### src/logic/tpc_params.svh
`ifndef TPC_PARAMS_SVH
`define TPC_PARAMS_SVH
// Register byte offsets on the bus
`define TPC_ADDR_START 8'h00
`define TPC_ADDR_CTRL0 8'h04
`define TPC_ADDR_CTRL1 8'h08
`define TPC_ADDR_DTC 8'h0C
`define TPC_ADDR_SCC 8'h10
`define TPC_ADDR_PERIOD 8'h14
`define TPC_ADDR_CMP1 8'h18
`define TPC_ADDR_CMP2 8'h1C
`define TPC_ADDR_CMP3 8'h20
`define TPC_ADDR_BUF1 8'h24
`define TPC_ADDR_BUF2 8'h28
`define TPC_ADDR_BUF3 8'h2C
`define TPC_ADDR_OUTCFG 8'h30
`define TPC_ADDR_STATUS 8'h34
`define TPC_ADDR_IRQEN 8'h38
// Start register fields
`define TPC_RUN0_BIT 0
`define TPC_RUN1_BIT 1
`define TPC_STOPSEL_BIT 2
// Output configuration fields
`define TPC_POL_LSB 0
`define TPC_INIT_LSB 6
`define TPC_OE_BIT 12
`define TPC_XFER_LSB 13
`define TPC_BUFEN_BIT 15
`define TPC_CUTEN_BIT 16
`define TPC_ADTRG_BIT 17
`define TPC_EXTEN_BIT 18
`define TPC_OUTCFG_RESET 19'h0003F
// Status and enable fields
`define TPC_FLAG_PERIOD 0
`define TPC_FLAG_UNDER 4
`define TPC_NFLAGS 5
// Control register fields
`define TPC_CKS_LSB 0
`define TPC_EDGE_LSB 3
// Count source codes
`define TPC_CKS_DIV1 3'h0
`define TPC_CKS_DIV2 3'h1
`define TPC_CKS_DIV4 3'h2
`define TPC_CKS_DIV8 3'h3
`define TPC_CKS_DIV32 3'h4
`define TPC_CKS_EXT 3'h5
`define TPC_CKS_OSC 3'h6
// Transfer timing codes
`define TPC_XFER_PEAK 2'h0
`define TPC_XFER_TROUGH 2'h1
`define TPC_XFER_BOTH 2'h2
`define TPC_CNT_ONES 16'hFFFF
`define TPC_CNT_ZERO 16'h0000
`endif

### src/logic/tpc_pkg.sv
package tpc_pkg;
  typedef enum logic [1:0] {tpc_idle, tpc_up, tpc_down} tpc_dir_t;
  typedef logic [15:0] tpc_word_t;
endpackage

### src/logic/tpc_tick_if.sv
`timescale 1ns/1ns
interface tpc_tick_if;
  logic [2:0] clock_source_select;
  logic [1:0] edge_select;
  logic ext_enable;
  logic count_tick;
  logic pin_a_level;
  modport ctl (output clock_source_select, output edge_select, output ext_enable, input count_tick,
    input pin_a_level);
  modport gen (input clock_source_select, input edge_select, input ext_enable, output count_tick,
    output pin_a_level);
endinterface
### src/logic/tpc_count_clock.sv
`timescale 1ns/1ns
`include "tpc_params.svh"
module tpc_count_clock import tpc_pkg::*; (
  input wire logic clock, // 250 MHz system clock
  input wire logic reset_n, // Asynchronous reset
  input wire logic ch0_pin_a, // External count clock pin
  input wire logic fast_internal_oscillator_clock, // On-chip oscillator
  tpc_tick_if.gen cc // Count tick toward the counters
);
  // ==========================================
  // Synchronisers and prescaler
  logic [1:0] ext_sync_ff;
  logic [1:0] osc_sync_ff;
  logic ext_last_ff;
  logic osc_last_ff;
  logic [4:0] pre_ff;
  logic ext_edge;
  logic osc_edge;
  logic nxt_tick;

  always_ff @(posedge clock or negedge reset_n) begin
    if (!reset_n) begin
      ext_sync_ff <= 2'h0;
      osc_sync_ff <= 2'h0;
      ext_last_ff <= 1'b0;
      osc_last_ff <= 1'b0;
    end else begin
      ext_sync_ff <= {ext_sync_ff[0], ch0_pin_a};
      osc_sync_ff <= {osc_sync_ff[0], fast_internal_oscillator_clock};
      ext_last_ff <= ext_sync_ff[1];
      osc_last_ff <= osc_sync_ff[1];
    end
  end

  always_ff @(posedge clock or negedge reset_n) begin
    if (!reset_n) begin
      pre_ff <= 5'h00;
    end else begin
      pre_ff <= pre_ff + 5'h01;
    end
  end

  // ==========================================
  // Count source select
  assign osc_edge = osc_sync_ff[1] & ~osc_last_ff;
  always_comb begin
    unique case (cc.edge_select)
      2'h0: ext_edge = ext_sync_ff[1] & ~ext_last_ff;
      2'h1: ext_edge = ~ext_sync_ff[1] & ext_last_ff;
      default: ext_edge = ext_sync_ff[1] ^ ext_last_ff;
    endcase
  end

  always_comb begin
    unique case (cc.clock_source_select)
      `TPC_CKS_DIV1: nxt_tick = 1'b1;
      `TPC_CKS_DIV2: nxt_tick = pre_ff[0];
      `TPC_CKS_DIV4: nxt_tick = &pre_ff[1:0];
      `TPC_CKS_DIV8: nxt_tick = &pre_ff[2:0];
      `TPC_CKS_DIV32: nxt_tick = &pre_ff;
      `TPC_CKS_EXT: nxt_tick = cc.ext_enable & ext_edge;
      `TPC_CKS_OSC: nxt_tick = osc_edge;
      default: nxt_tick = 1'b0;
    endcase
  end

  assign cc.count_tick = nxt_tick;
  assign cc.pin_a_level = ext_sync_ff[1];
endmodule // tpc_count_clock

### src/logic/tpc_pwm_top.sv
// Register access over APB and the placing of the registers are this design's own decisions.
`timescale 1ns/1ns
`include "tpc_params.svh"
module tpc_pwm_top import tpc_pkg::*; (
  input wire logic clock, // 250 MHz system clock
  input wire logic reset_n, // Asynchronous reset, active low
  input wire logic psel, // APB select
  input wire logic penable, // APB enable
  input wire logic pwrite, // APB direction
  input wire logic [7:0] paddr, // APB byte address
  input wire logic [31:0] pwdata, // APB write data
  output logic [31:0] prdata, // APB read data
  output logic pready, // APB ready
  output logic pslverr, // APB error on unmapped address
  input wire logic ch0_pin_a, // External count clock pin
  input wire logic fast_internal_oscillator_clock, // On-chip oscillator input
  input wire logic cutoff_or_irq_pin, // Forced cutoff or interrupt pin
  output logic phase_one_normal_out, // Phase one normal output
  output logic phase_one_counter_out, // Phase one counter output
  output logic phase_two_normal_out, // Phase two normal output
  output logic phase_two_counter_out, // Phase two counter output
  output logic phase_three_normal_out, // Phase three normal output
  output logic phase_three_counter_out, // Phase three counter output
  output logic pwm_out_en, // Output enable for all six pins
  output logic half_period_toggle_out, // Toggles each half period
  output logic adc_trigger, // Conversion start pulse
  output logic irq_request // Interrupt request level
);
  // ==========================================
  // Declarations
  tpc_tick_if cc_if ();
  logic [2:0] start_ff;
  logic [4:0] ctrl0_ff;
  logic [4:0] ctrl1_ff;
  tpc_word_t dtc_ff;
  tpc_word_t scc_ff;
  tpc_word_t period_ff;
  tpc_word_t period_act_ff;
  tpc_word_t cmp_ff [3];
  tpc_word_t buf_ff [3];
  logic [18:0] outcfg_ff;
  logic [`TPC_NFLAGS-1:0] flag_ff;
  logic [`TPC_NFLAGS-1:0] seen_ff;
  logic [`TPC_NFLAGS-1:0] irqen_ff;
  tpc_dir_t dir_ff;
  logic started_ff;
  logic [5:0] lvl_ff;
  logic toggle_ff;
  logic adc_ff;
  logic [31:0] prdata_ff;
  logic [1:0] cut_sync_ff;
  logic running;
  logic tick;
  logic peak;
  logic trough;
  logic wr_en;
  logic rd_en;
  logic setup;
  logic mapped;
  logic xfer;
  logic [`TPC_NFLAGS-1:0] nxt_set;
  logic [5:0] nxt_lvl;
  logic [31:0] nxt_prdata;

  tpc_count_clock u_count_clock (
    .clock(clock),
    .reset_n(reset_n),
    .ch0_pin_a(ch0_pin_a),
    .fast_internal_oscillator_clock(fast_internal_oscillator_clock),
    .cc(cc_if.gen)
  );

  assign cc_if.clock_source_select = ctrl0_ff[`TPC_CKS_LSB +: 3];
  assign cc_if.edge_select = ctrl0_ff[`TPC_EDGE_LSB +: 2];
  assign cc_if.ext_enable = outcfg_ff[`TPC_EXTEN_BIT];
  assign running = start_ff[`TPC_RUN0_BIT] & start_ff[`TPC_RUN1_BIT];
  assign tick = running & cc_if.count_tick;
  assign peak = tick & (dir_ff == tpc_up) & (dtc_ff == period_act_ff);
  assign trough = tick & (dir_ff == tpc_down) & (scc_ff == `TPC_CNT_ZERO);

  // ==========================================
  // APB slave
  assign setup = psel & ~penable;
  assign wr_en = psel & penable & pwrite;
  assign rd_en = psel & penable & ~pwrite;
  assign pready = psel & penable;
  assign mapped = (paddr[1:0] == 2'h0) && (paddr <= `TPC_ADDR_IRQEN);
  assign pslverr = pready & ~mapped;
  assign prdata = prdata_ff;

  always_comb begin
    nxt_prdata = 32'h0;
    unique case (paddr)
      `TPC_ADDR_START: nxt_prdata = {29'h0, start_ff};
      `TPC_ADDR_CTRL0: nxt_prdata = {27'h0, ctrl0_ff};
      `TPC_ADDR_CTRL1: nxt_prdata = {27'h0, ctrl1_ff};
      `TPC_ADDR_DTC: nxt_prdata = {16'h0, dtc_ff};
      `TPC_ADDR_SCC: nxt_prdata = {16'h0, scc_ff};
      `TPC_ADDR_PERIOD: nxt_prdata = {16'h0, period_ff};
      `TPC_ADDR_CMP1: nxt_prdata = {16'h0, cmp_ff[0]};
      `TPC_ADDR_CMP2: nxt_prdata = {16'h0, cmp_ff[1]};
      `TPC_ADDR_CMP3: nxt_prdata = {16'h0, cmp_ff[2]};
      `TPC_ADDR_BUF1: nxt_prdata = {16'h0, buf_ff[0]};
      `TPC_ADDR_BUF2: nxt_prdata = {16'h0, buf_ff[1]};
      `TPC_ADDR_BUF3: nxt_prdata = {16'h0, buf_ff[2]};
      `TPC_ADDR_OUTCFG: nxt_prdata = {13'h0, outcfg_ff};
      `TPC_ADDR_STATUS: nxt_prdata = {dir_ff == tpc_up, cc_if.pin_a_level, cut_sync_ff[1], 24'h0, flag_ff};
      `TPC_ADDR_IRQEN: nxt_prdata = {27'h0, irqen_ff};
      default: nxt_prdata = 32'h0;
    endcase
  end

  always_ff @(posedge clock or negedge reset_n) begin
    if (!reset_n) begin
      prdata_ff <= 32'h0;
    end else if (setup) begin
      prdata_ff <= nxt_prdata;
    end
  end

  // ==========================================
  // Configuration registers
  always_ff @(posedge clock or negedge reset_n) begin
    if (!reset_n) begin
      start_ff <= 3'h0;
      ctrl0_ff <= 5'h00;
      ctrl1_ff <= 5'h00;
      outcfg_ff <= `TPC_OUTCFG_RESET;
      irqen_ff <= 5'h00;
    end else if (wr_en) begin
      unique case (paddr)
        `TPC_ADDR_START: begin
          start_ff[`TPC_STOPSEL_BIT] <= pwdata[`TPC_STOPSEL_BIT];
          if (pwdata[1:0] == 2'h3) begin
            start_ff[1:0] <= 2'h3;
          end else if (pwdata[`TPC_STOPSEL_BIT] && pwdata[1:0] == 2'h0) begin
            start_ff[1:0] <= 2'h0;
          end
        end
        `TPC_ADDR_CTRL0: ctrl0_ff <= pwdata[4:0];
        `TPC_ADDR_CTRL1: ctrl1_ff <= pwdata[4:0];
        `TPC_ADDR_OUTCFG: outcfg_ff <= pwdata[18:0];
        `TPC_ADDR_IRQEN: irqen_ff <= pwdata[4:0];
        default: ;
      endcase
    end
  end

  // ==========================================
  // Period register latched while stopped, compare registers with buffer transfer
  always_comb begin
    unique case (outcfg_ff[`TPC_XFER_LSB +: 2])
      `TPC_XFER_PEAK: xfer = peak;
      `TPC_XFER_TROUGH: xfer = trough;
      default: xfer = peak | trough;
    endcase
  end

  always_ff @(posedge clock or negedge reset_n) begin
    if (!reset_n) begin
      period_ff <= `TPC_CNT_ZERO;
      period_act_ff <= `TPC_CNT_ZERO;
    end else begin
      if (wr_en && paddr == `TPC_ADDR_PERIOD) begin
        period_ff <= pwdata[15:0];
      end
      if (!running) begin
        period_act_ff <= period_ff;
      end
    end
  end

  for (genvar i = 0; i < 3; i++) begin : g_cmp
    always_ff @(posedge clock or negedge reset_n) begin
      if (!reset_n) begin
        cmp_ff[i] <= `TPC_CNT_ZERO;
        buf_ff[i] <= `TPC_CNT_ZERO;
      end else begin
        if (wr_en && paddr == `TPC_ADDR_CMP1 + 8'(4 * i)) begin
          cmp_ff[i] <= pwdata[15:0];
        end else if (xfer && outcfg_ff[`TPC_BUFEN_BIT]) begin
          cmp_ff[i] <= buf_ff[i];
        end
        if (wr_en && paddr == `TPC_ADDR_BUF1 + 8'(4 * i)) begin
          buf_ff[i] <= pwdata[15:0];
        end
      end
    end
  end

  // ==========================================
  // Triangular carrier counters
  always_ff @(posedge clock or negedge reset_n) begin
    if (!reset_n) begin
      dtc_ff <= `TPC_CNT_ZERO;
      scc_ff <= `TPC_CNT_ZERO;
      dir_ff <= tpc_idle;
    end else begin
      if (tick) begin
        if (dir_ff == tpc_down) begin
          dtc_ff <= dtc_ff - 16'h0001;
          scc_ff <= scc_ff - 16'h0001;
          dir_ff <= trough ? tpc_up : tpc_down;
        end else begin
          // Peak match takes one more count, so both slopes last period plus two minus dead time
          dtc_ff <= dtc_ff + 16'h0001;
          scc_ff <= scc_ff + 16'h0001;
          dir_ff <= peak ? tpc_down : tpc_up;
        end
      end
      if (wr_en && paddr == `TPC_ADDR_DTC) begin
        dtc_ff <= pwdata[15:0];
      end
      if (wr_en && paddr == `TPC_ADDR_SCC) begin
        scc_ff <= pwdata[15:0];
      end
      if (!running && !started_ff) begin
        dir_ff <= tpc_idle;
      end
    end
  end

  a_peak_turn: assert property (@(posedge clock) disable iff (!reset_n)
    peak && !(wr_en && paddr == `TPC_ADDR_DTC) |=> dir_ff == tpc_down && dtc_ff == $past(period_act_ff) + 16'h0001)
    else $error("counters did not turn down after the period value");
  a_trough_turn: assert property (@(posedge clock) disable iff (!reset_n)
    trough && !(wr_en && paddr == `TPC_ADDR_SCC) |=> dir_ff == tpc_up && scc_ff == `TPC_CNT_ONES)
    else $error("second counter did not wrap and turn up");
  a_period_fixed: assert property (@(posedge clock) disable iff (!reset_n)
    running && $past(running) |-> $stable(period_act_ff))
    else $error("active period changed while counting");

  // ==========================================
  // Output waveforms
  for (genvar i = 0; i < 3; i++) begin : g_phase
    logic normal_act;
    logic counter_act;
    logic [16:0] normal_edge;
    // Thresholds differ by one between slopes so widths come out even and both gaps equal the dead time
    assign normal_edge = {1'b0, cmp_ff[i]} + {1'b0, dtc_ff - scc_ff};
    assign normal_act = (dir_ff == tpc_down) ? ({1'b0, dtc_ff} > normal_edge) : ({1'b0, dtc_ff} >= normal_edge);
    assign counter_act = (dir_ff == tpc_down) ? (dtc_ff <= cmp_ff[i]) : (dtc_ff < cmp_ff[i]);
    assign nxt_lvl[2 * i] = normal_act ~^ outcfg_ff[`TPC_POL_LSB + 2 * i];
    assign nxt_lvl[2 * i + 1] = counter_act ~^ outcfg_ff[`TPC_POL_LSB + 2 * i + 1];
  end

  always_ff @(posedge clock or negedge reset_n) begin
    if (!reset_n) begin
      lvl_ff <= 6'h00;
      started_ff <= 1'b0;
    end else if (running) begin
      lvl_ff <= nxt_lvl;
      started_ff <= 1'b1;
    end else if (!started_ff) begin
      lvl_ff <= outcfg_ff[`TPC_INIT_LSB +: 6];
    end
  end

  a_stop_hold: assert property (@(posedge clock) disable iff (!reset_n)
    started_ff && !running |=> $stable(lvl_ff))
    else $error("outputs moved while stopped");

  always_ff @(posedge clock or negedge reset_n) begin
    if (!reset_n) begin
      cut_sync_ff <= 2'h3;
    end else begin
      cut_sync_ff <= {cut_sync_ff[0], cutoff_or_irq_pin};
    end
  end

  assign phase_one_normal_out = lvl_ff[0];
  assign phase_one_counter_out = lvl_ff[1];
  assign phase_two_normal_out = lvl_ff[2];
  assign phase_two_counter_out = lvl_ff[3];
  assign phase_three_normal_out = lvl_ff[4];
  assign phase_three_counter_out = lvl_ff[5];
  assign pwm_out_en = outcfg_ff[`TPC_OE_BIT] & ~(outcfg_ff[`TPC_CUTEN_BIT] & ~cut_sync_ff[1]);

  a_cutoff_off: assert property (@(posedge clock) disable iff (!reset_n)
    outcfg_ff[`TPC_CUTEN_BIT] && !cut_sync_ff[1] |-> !pwm_out_en)
    else $error("outputs enabled during forced cutoff");

  // ==========================================
  // Half period toggle and conversion trigger
  always_ff @(posedge clock or negedge reset_n) begin
    if (!reset_n) begin
      toggle_ff <= 1'b0;
      adc_ff <= 1'b0;
    end else begin
      if (peak || trough) begin
        toggle_ff <= ~toggle_ff;
      end
      adc_ff <= peak & outcfg_ff[`TPC_ADTRG_BIT];
    end
  end

  assign half_period_toggle_out = toggle_ff;
  assign adc_trigger = adc_ff;

  a_toggle_half: assert property (@(posedge clock) disable iff (!reset_n)
    peak || trough |=> toggle_ff != $past(toggle_ff))
    else $error("toggle pin missed a half period");
  a_adc_pulse: assert property (@(posedge clock) disable iff (!reset_n)
    peak && outcfg_ff[`TPC_ADTRG_BIT] |=> adc_trigger ##1 !adc_trigger || peak)
    else $error("conversion trigger not a pulse at the peak");

  // ==========================================
  // Status flags and interrupt request
  for (genvar i = 0; i < 3; i++) begin : g_match
    assign nxt_set[i + 1] = tick & (dtc_ff == cmp_ff[i]);
  end
  assign nxt_set[`TPC_FLAG_PERIOD] = peak;
  assign nxt_set[`TPC_FLAG_UNDER] = trough;

  for (genvar i = 0; i < `TPC_NFLAGS; i++) begin : g_flag
    always_ff @(posedge clock or negedge reset_n) begin
      if (!reset_n) begin
        flag_ff[i] <= 1'b0;
        seen_ff[i] <= 1'b0;
      end else begin
        if (rd_en && paddr == `TPC_ADDR_STATUS) begin
          seen_ff[i] <= flag_ff[i];
        end else if (wr_en && paddr == `TPC_ADDR_STATUS) begin
          seen_ff[i] <= 1'b0;
        end
        if (nxt_set[i]) begin
          flag_ff[i] <= 1'b1;
        end else if (wr_en && paddr == `TPC_ADDR_STATUS && !pwdata[i] && seen_ff[i]) begin
          flag_ff[i] <= 1'b0;
        end
      end
    end
  end

  assign irq_request = |(flag_ff & irqen_ff);

  a_flag_clear: assert property (@(posedge clock) disable iff (!reset_n)
    wr_en && paddr == `TPC_ADDR_STATUS && !pwdata[0] && seen_ff[0] && !nxt_set[0] |=> !flag_ff[0])
    else $error("flag did not clear after read one, write zero");
  a_flag_keep: assert property (@(posedge clock) disable iff (!reset_n)
    flag_ff[1] && !seen_ff[1] |=> flag_ff[1])
    else $error("flag cleared without a prior read of one");
  a_irq_under: assert property (@(posedge clock) disable iff (!reset_n)
    trough && irqen_ff[`TPC_FLAG_UNDER] && !wr_en |=> irq_request)
    else $error("underflow raised no interrupt request");
endmodule // tpc_pwm_top

### config.mk
export PLATFORM = sky130hd
export DESIGN_NAME = tpc_pwm_top
export DESIGN_NICKNAME = d
export VERILOG_FILES = /design/src/logic/tpc_pkg.sv /design/src/logic/tpc_tick_if.sv /design/src/logic/tpc_count_clock.sv /design/src/logic/tpc_pwm_top.sv
export VERILOG_INCLUDE_DIRS = /design/src /design/src/logic
export SDC_FILE = /design/constraint.sdc
export NUM_CORES = 1
export LEC_CHECK = 0
export BUFFER_PORTS_ARGS = -buffer_cell sky130_fd_sc_hd__buf_2
export CAP_MARGIN = 30
export CORE_MARGIN = 3
export CORE_UTILIZATION = 35
export CTS_CLUSTER_DIAMETER = 50
export DETAILED_ROUTE_END_ITERATION = 10
export GPL_TIMING_DRIVEN = 0
export SKIP_CTS_REPAIR_TIMING = 1
export SLEW_MARGIN = 20
export SYNTH_ARGS = -nofsm -noshare
export SYNTH_HDL_FRONTEND = slang
export SYNTH_SLANG_ARGS = --single-unit
### constraint.sdc
create_clock -name clock -period 4.7 [get_ports clock]
set_clock_uncertainty 0.15 [all_clocks]
set_input_delay 0.47 -clock clock [delete_from_list [all_inputs] [get_ports clock]]
set_output_delay 0.47 -clock clock [all_outputs]
set_load 0.02 [all_outputs]
==> reports/metrics.yaml, run 1 <==
status:
  outcome: "finished with violations"
  violations: "negative setup slack"
timing:
  max_freq_mhz: 182
  rsz0062_at_grt: "yes"
  holdWs_ps: 74.8
  setup_viol: 3
  setup_slack_ps: -790
  finalSetupTns_ps: -2170
  drv_slew: 0
  period_share: 1.17
  worst_pin_slew_ps: 1060
  hold_viol: 0
  maxSlewHeadroom: 0.294
  period_needed_ps: 5490
grt:
  grt_overflow: 0
  first_global_vias: 15800
  grt_usage: 0.247
  grt_max_degree: 83
  grt_pass1_wl_um: 101000
  antenna_found_initial: 1
setup_path:
  crit_top_cell: "a21oi_2"
  cp-end-kind: "flop"
  path_class: "flop to flop"
  cp.required_ps: 5010
  crit_fanout: 4
  max_stage_delay_ps: 490
  start_kind: "flop"
  crit_slowest_cell: "dfrtp_4"
  crit_arrival_ps: 5800
placement:
  gp_congestion: 0.967
  post-dp-hpwl_um: 52100
  port_buffers: 57
  post-place-cells: 2665
  placed_cell_area_mm2: 0.0195
power_and_ir_drop:
  p_per_area_mw_per_mm2: 391
  switchingPower_w: 0.00305
  p_leak_nw: 9.88
  p_clk_frac: 0.298
  seqPwrFrac: 0.277
  p_int_w: 0.00534
  comb_power_share: 0.424
  power_w: 0.00839
  peakVddDrop_mv: 0.315
  swShare: 0.364
synth:
  ys_ff_latch: 252
  synth_top_family_by_area: "compound AO/OA/AOI/OAI gates"
  netlist-cell-type-count: 67
  ys_warn_count: 0
  synth-xor-area-share: 0.0420
  avgSynthCellArea_um2: 9.44
  syn_area_mm2: 0.0181
  synth-adder-area-share: 0.143
  synth_edf_count: 0
  synth-simple-area-share: 0.138
  synth_ff_type: "dfrtp_1"
  synth_mux_area_frac: 0.104
  ys_seq_area_frac: 0.348
  synth_compound_area_frac: 0.183
  synthArstFlopShare: 1.00
  syn_inst: 1920
cells_and_area:
  final_area_mm2: 0.0215
  area_growth_syn_to_layout_pct: 18.4
  layout.nets: 2323
  drive_gt1_frac: 0.191
  final_cells: 2764
  final_common_cell: "dfrtp_1"
  final_cell_mix: "dfrtp_1, ha_1, nor2_1, nand2_1, mux2_2"
  diodes: 0
drt:
  drt-initial-drc-count: 1733
  remaining_drc_errors: 0
  dr.pass1.iters: 6
  postRouteAntennaNets: 0
  vias_per_cell: 5.99
  routedWlPerCell_um: 25.3
  vias: 16600
  wl_um: 69800
clocking:
  clk_pin_slew_ps: 60
  insertion_delay_ps: 580
  clkSinkCount: 252
  clk_path_buf_depth: 3
  h-tree-depth: 1
  cts_tree: "built"
  cts-root-buf: "clkbuf_16"
  numCtsBuffers: 31
floorplanning:
  die-area_mm2: 0.0546
  start_util: 0.358
  coreArea_mm2: 0.0507
  die_h_um: 234
  io-pin-count: 92
  die_w_um: 234
  rows: 82
job:
  maxCapViolCount: 0
hold_path:
  hold_path.class: "input port to flop"
[per-stage QoR]
| step | util | setup slack, ps |
|---|---|---|
| 2_1_floorplan | - | -212 |
| 3_3_place_gp | 0.382 | -2020 |
| 3_5_place_dp | 0.384 | -1660 |
| 4_1_cts | 0.405 | -1690 |
| 5_1_grt | 0.423 | -1040 |
| 6_report | 0.423 | -790 |
[power by group through the flow]
stage | clock network (W) | registers (W) | logic, W
after global placement | 0 | 0.00236 | 0.00278
after floorplan | 0 | 0.00233 | 0.00218
final | 0.00250 | 0.00233 | 0.00356
after detailed placement | 0 | 0.00236 | 0.00289
after CTS | 0.00252 | 0.00232 | 0.00292
after global routing | 0.00260 | 0.00233 | 0.00391
[final timing paths]
| path | from | end | slack (ps) | cells past startpoint |
|---|---|---|---|---|
| max in group asynchronous | reset_n | dtc_ff[5] | 2700 | 5 |
| max | dtc_ff[1] | lvl_ff[4] | -790 | 26 |
| min | pwrite | seen_ff[4] | 70 | 3 |
| max reg2reg | dtc_ff[1] | lvl_ff[4] | -790 | 26 |
| min in group asynchronous | reset_n | prdata[30] | 230 | 2 |
| min reg2reg | u_count_clock.ext_sync_ff[0] | u_count_clock.ext_sync_ff[1] | 200 | 0 |
[critical path: cells and delay by family (launching register included)]
family | cells | cell delay (ps)
and+or+nand+nor | 5 | 870
DFF | 1 | 490
xor gates and xnor gates | 2 | 370
AOI/OAI and AO/OA | 14 | 2220
adders and majority gates | 3 | 950
buffers and inverters | 2 | 300
[metal layers]
metal	share of wire	global-route usage
met1	0.41	0.331
met2	0.45	0.386
met3	0.086	0.0440
met4	0.053	0.114
met5	0	0
[cell type report]
type / instances / area [um^2]
plain buffers: 83 / 380
clock buffers: 40 / 850
clock inverters: 14 / 211
fillers: 4932 / 29200
inverters: 96 / 372
multi-input cells: 1498 / 11700
flip-flops and latches: 252 / 6350
well taps: 672 / 841
repair buffers: 109 / 778
[synthesized netlist by cell type (29+ instances only)]
master | count | area share
nor3_1 | 34 | 0.0094
a21o_1 | 29 | 0.012
inv_1 | 96 | 0.020
nand2_1 | 136 | 0.028
nor2_1 | 145 | 0.030
xnor2_1 | 43 | 0.021
clkbuf_1 | 60 | 0.012
nand2b_1 | 33 | 0.011
a31oi_1 | 33 | 0.011
nand4_1 | 29 | 0.010
xor2_1 | 44 | 0.021
mux2i_1 | 54 | 0.030
o21ai_0 | 81 | 0.022
mux2_2 | 119 | 0.074
nand3_1 | 34 | 0.0094
a21oi_1 | 126 | 0.035
a221oi_1 | 38 | 0.018
ha_1 | 198 | 0.14
dfrtp_1 | 244 | 0.34
[state kept, by name, indices dropped and copies added, names as in the netlist, 2 cells and up]
| signal | cells |
|---|---|
| cmp_ff | 48 |
| outcfg_ff | 19 |
| seen_ff | 5 |
| dtc_ff | 16 |
| flag_ff | 5 |
| scc_ff | 16 |
| period_act_ff | 16 |
| cut_sync_ff | 2 |
| u_count_clock.osc_sync_ff | 2 |
| start_ff | 2 |
| buf_ff | 48 |
| lvl_ff | 6 |
| u_count_clock.ext_sync_ff | 2 |
| u_count_clock.pre_ff | 5 |
| period_ff | 16 |
| prdata | 22 |
| irqen_ff | 5 |
| dir_ff | 2 |
| ctrl0_ff | 5 |
| ctrl1_ff | 5 |
[cells by family (layout without fill, tap and decap cells)]
kind of cell / Yosys count / after routing
other cells: 1 / 10
compound gates: 504 / 504
fa+ha+maj: 204 / 204
flops: 252 / 252
simple gates: 519 / 519
mux: 174 / 174
xor+xnor: 87 / 87
buf+inv: 179 / 342
Note: power is estimated with default switching activity, not from simulation.
==> inputs of run 2 (changes only) <==
--- a/config.mk
+++ b/config.mk
@@ -13,6 +13,7 @@
 export CTS_CLUSTER_DIAMETER = 50
 export DETAILED_ROUTE_END_ITERATION = 10
 export GPL_TIMING_DRIVEN = 0
+export SETUP_SLACK_MARGIN = 0.5
 export SKIP_CTS_REPAIR_TIMING = 1
 export SLEW_MARGIN = 20
 export SYNTH_ARGS = -nofsm -noshare
==> run 2 against run 1 <==
Against the previous run: the flow still finishes with violations (negative setup slack); fmax up 0.57%; die area unchanged; core utilization down 0.47 points; critical endpoint unchanged.
==> reports/metrics.yaml, run 2 (same netlist as run 1, synthesis figures left out) <==
status:
  outcome: "finished with violations"
  violations: "negative setup slack"
timing:
  max_freq_mhz: 183
  drv_slew: 0
  hold_viol: 0
  worst_pin_slew_ps: 1010
  maxSlewHeadroom: 0.327
  period_share: 1.16
  setup_slack_ps: -759
  rsz0062_at_grt: "yes"
  setup_viol: 3
  period_needed_ps: 5460
  holdWs_ps: 89.8
clocking:
  h-tree-depth: 1
  clk_pin_slew_ps: 60
  cts-root-buf: "clkbuf_16"
  numCtsBuffers: 30
  clk_path_buf_depth: 3
  insertion_delay_ps: 570
  cts_tree: "built"
  clkSinkCount: 252
grt:
  antenna_found_initial: 2
  first_global_vias: 16000
  grt_overflow: 0
  grt_usage: 0.247
  grt_pass1_wl_um: 101000
  grt_max_degree: 86
setup_path:
  cp-end-kind: "flop"
  crit_arrival_ps: 5770
  path_class: "flop to flop"
  crit_start: "dtc_ff[0]"
  cp.required_ps: 5010
  reg2reg_setup_slack_ps: -760
  regToRegStartpoint: "dtc_ff[0]"
  start_kind: "flop"
  crit_fanout: 8
drt:
  dr.pass1.iters: 6
  remaining_drc_errors: 0
  drt-initial-drc-count: 1744
  vias_per_cell: 5.97
  wl_um: 69200
  postRouteAntennaNets: 0
  vias: 16400
  routedWlPerCell_um: 25.1
cells_and_area:
  layout.nets: 2310
  area_growth_syn_to_layout_pct: 17.1
  diodes: 0
  final_area_mm2: 0.0212
  drive_gt1_frac: 0.181
  final_common_cell: "dfrtp_1"
  final_cell_mix: "dfrtp_1, ha_1, nor2_1, nand2_1"
  final_cells: 2754
power_and_ir_drop:
  p_leak_nw: 9.78
  p_per_area_mw_per_mm2: 377
  peakVddDrop_mv: 0.275
floorplanning:
  io-pin-count: 92
  die-area_mm2: 0.0546
  start_util: 0.358
  coreArea_mm2: 0.0507
  die_w_um: 234
  die_h_um: 234
  rows: 82
placement:
  pre_cts_ws_ps: -1470
  post-place-cells: 2663
  gp_congestion: 0.954
  placed_cell_area_mm2: 0.0195
  port_buffers: 57
  post-dp-hpwl_um: 51400
hold_path:
  hold_path_startpoint: "pwdata[4]"
  hold_path.class: "input port to flop"
job:
  maxCapViolCount: 0
run 2: where the power goes:
part	internal [W]	switching (W)
Sequential	0.00223	0.000106
Combinational	0.00152	0.00184
Clock	0.00135	0.000965
run 2: stage by stage:
stage / total power [W] / TNS (ps) / utilization
2_1_floorplan: 0.00453 / -212 / -
5_1_grt: 0.00847 / -2920 / 0.419
4_1_cts: 0.00759 / -3770 / 0.404
3_5_place_dp: 0.00527 / -3680 / 0.385
3_3_place_gp: 0.00516 / -377060 / 0.382
6_report: 0.00800 / -2200 / 0.419
run 2: final timing paths:
check	end	cells past startpoint
worst min-delay path	buf_ff[20]	2
worst max-delay path	lvl_ff[4]	26
min in group asynchronous	ctrl0_ff[3]	2
worst min register to register	u_count_clock.ext_sync_ff[1]	0
max in group asynchronous	dtc_ff[11]	4
worst max register to register	lvl_ff[4]	26
run 2: area by class of cell:
cell class                      count  area, um^2
Fill cell                        4932       29500
Timing Repair Buffer               97         684
Tap cell                          672         841
Buffer                             83         380
Multi-Input combinational cell   1498       11600
Clock inverter                     12         121
Inverter                           96         374
Sequential cell                   252        6350
Clock buffer                       44         873
run 2: routing by layer:
metal  GRT usage  share of wire
met2       0.393           0.45
met5           0              0
met3      0.0404          0.081
met1       0.326           0.41
met4       0.123          0.059
run 2: worst max-delay path, cell delays in order, from the launching register on:
cell	delay, ps
dfrtp_2	450
inv_6	150
ha_4	170
fa_2	220
nor2b_1	50
o21a_1	170
nor2_2	110
o21bai_1	110
a31o_2	230
a41oi_2	290
nor2b_4	260
xnor2_4	160
ha_4	210
nor3_1	310
a211oi_2	130
o21ai_2	170
a21oi_2	80
xnor2_1	140
ha_1	320
nand2_1	90
a21oi_2	150
a211oi_1	60
o21ai_1	130
a21oi_1	80
a211o_1	310
or4_1	420
a31o_2	250
==> inputs of run 3 (changes only) <==
--- a/config.mk
+++ b/config.mk
@@ -6,6 +6,7 @@
 export SDC_FILE = /design/constraint.sdc
 export NUM_CORES = 1
 export LEC_CHECK = 0
+export ABC_AREA = 1
 export BUFFER_PORTS_ARGS = -buffer_cell sky130_fd_sc_hd__buf_2
 export CAP_MARGIN = 30
 export CORE_MARGIN = 3
==> run 3 against run 2 <==
Against the previous run: the flow finishes with violations (negative hold slack, negative setup slack); via count is 13% higher; sequential share of layout area is 1.0 points lower; die area is 2.5% higher; wire length is 8.7% higher; synthesized cell count is 30% higher; clock-buffer cell count is 8 lower; first-iteration DRC count is 6.8% higher; worst setup slack better by 590 ps; cell count is 22% higher; global-route usage is 1.1 points higher; core utilization is 0.53 points higher; flip-flop and latch count stayed put; largest power group unchanged; highest routed layer unchanged.
==> reports/metrics.yaml, run 3 <==
status:
  outcome: "finished with violations"
  violations: "negative hold slack, negative setup slack"
drt:
  vias: 18500
  drt-initial-drc-count: 1863
  vias_per_cell: 5.53
  routedWlPerCell_um: 22.4
  postRouteAntennaNets: 0
  dr.pass1.iters: 6
  wl_um: 75200
  remaining_drc_errors: 0
grt:
  first_global_vias: 17700
  grt_max_degree: 92
  grt_pass1_wl_um: 110000
  grt_usage: 0.258
  grt_overflow: 0
  antenna_found_initial: 1
placement:
  gp_congestion: 1.02
  port_buffers: 68
  post-dp-hpwl_um: 58300
  placed_cell_area_mm2: 0.0200
setup_path:
  cp.required_ps: 5010
  crit_top_cell: "nand2_1"
  path_class: "flop to flop"
  start_kind: "flop"
  crit_fanout: 5
  cp-end-kind: "flop"
  crit_arrival_ps: 5180
  max_stage_delay_ps: 500
  crit_slowest_cell: "dfrtp_4"
  reg2reg_setup_slack_ps: -170
timing:
  period_share: 1.04
  worst_pin_slew_ps: 974
  max_freq_mhz: 205
  rsz0062_at_grt: "yes"
  setup_viol: 3
  hold_viol: 2
  drv_slew: 0
  holdWs_ps: -3.89
  period_needed_ps: 4870
  setup_slack_ps: -171
  finalSetupTns_ps: -418
  maxSlewHeadroom: 0.350
synth:
  yosysMostFrequentCell: "nand2_1"
  syn_inst: 2489
  avgSynthCellArea_um2: 7.47
  ys_warn_count: 0
  synth_top_area_frac: 0.328
  netlist-cell-type-count: 50
  synth_common_cells: "nand2_1, inv_1, dfrtp_1, o21ai_0, ha_1"
  synth.area.top_cells: "dfrtp_1, ha_1, nand2_1"
  syn_area_mm2: 0.0186
  synth_ff_type: "dfrtp_1"
  synth_top_area_cell: "dfrtp_1"
  ys_seq_area_frac: 0.340
  synthArstFlopShare: 1.00
  ys_ff_latch: 252
  synth_edf_count: 0
floorplanning:
  coreArea_mm2: 0.0519
  start_util: 0.358
  die_w_um: 236
  die_h_um: 236
  rows: 83
  die-area_mm2: 0.0559
  io-pin-count: 92
cells_and_area:
  fill_cells: 5323
  diodes: 0
  drive_gt1_frac: 0.131
  final_common_cell: "nand2_1"
  layout.nets: 2902
  final_cell_mix: "nand2_1, inv_1, dfrtp_1, o21ai_0, ha_1"
  fin_util: 0.424
  final_area_mm2: 0.0220
  area_growth_syn_to_layout_pct: 18.4
clocking:
  clk_pin_slew_ps: 60
  numCtsBuffers: 31
  clkSinkCount: 252
  clk_path_buf_depth: 3
  h-tree-depth: 1
  insertion_delay_ps: 580
  cts_tree: "built"
  cts-root-buf: "clkbuf_16"
power_and_ir_drop:
  peakVddDrop_mv: 0.574
  p_leak_nw: 10.8
  p_per_area_mw_per_mm2: 883
  power_w: 0.0194
hold_path:
  hold_path.class: "input port to flop"
job:
  maxCapViolCount: 0
==> run 3: per-stage QoR <==
stage / setup slack [ps] / instances
2_1_floorplan: 500 / 2498
3_3_place_gp: -2120 / 3246
3_5_place_dp: -1090 / 3249
4_1_cts: -1140 / 3305
5_1_grt: -394 / 3353
6_report: -171 / 3353
==> run 3: metal layers <==
layer | vias up | GRT usage | wire (um)
li1 | 8671 | - | -
met1 | 8869 | 0.348 | 31700
met2 | 808 | 0.409 | 33300
met3 | 196 | 0.0338 | 5860
met4 | 0 | 0.124 | 4380
met5 | - | 0 | 0
==> run 3: kinds of logic after synthesis <==
group | share of synthesized area
buf+inv | 0.0859
other cells | 0.000202
xor+xnor | 0.0438
fa+ha+maj | 0.140
compound gates | 0.162
simple gates | 0.228
flops | 0.340
==> run 3: area by class of cell <==
cell class	instances	area, um^2	share of cell area
clock buffers	36	835	0.0379
plain buffers	72	353	0.0160
multi-input cells	1843	11300	0.514
well taps	680	851	0.0386
flip-flops and latches	252	6360	0.289
inverters	331	1260	0.0572
repair buffers	119	820	0.0372
clock inverters	20	209	0.00949
==> run 3: critical path: cells and delay by family (launching register included) <==
kind                       cells  cell delay (ps)
and+or+nand+nor               14             1440
adders and majority gates      3              950
AOI/OAI and AO/OA              6              830
DFF                            1              500
buffers and inverters          3              430
xor gates and xnor gates       2              430
==> run 3: path summary, 6_finish.rpt <==
check                                        startpoint                      endpoint  depth (start not counted)
max                                           dtc_ff[2]                     lvl_ff[4]                         28
min                                          pwdata[13]                    cmp_ff[29]                          3
max reg2reg                                   dtc_ff[2]                     lvl_ff[4]                         28
min reg2reg                u_count_clock.ext_sync_ff[0]  u_count_clock.ext_sync_ff[1]                          0
max in group asynchronous                       reset_n                     dtc_ff[8]                          3
min in group asynchronous                       reset_n                  outcfg_ff[9]                          2
==> run 3: where the power goes <==
part | internal, W | switching, W
logic | 0.00579 | 0.00836
registers | 0.00238 | 0.000455
clock network | 0.00140 | 0.00105
total | 0.00957 | 0.00986
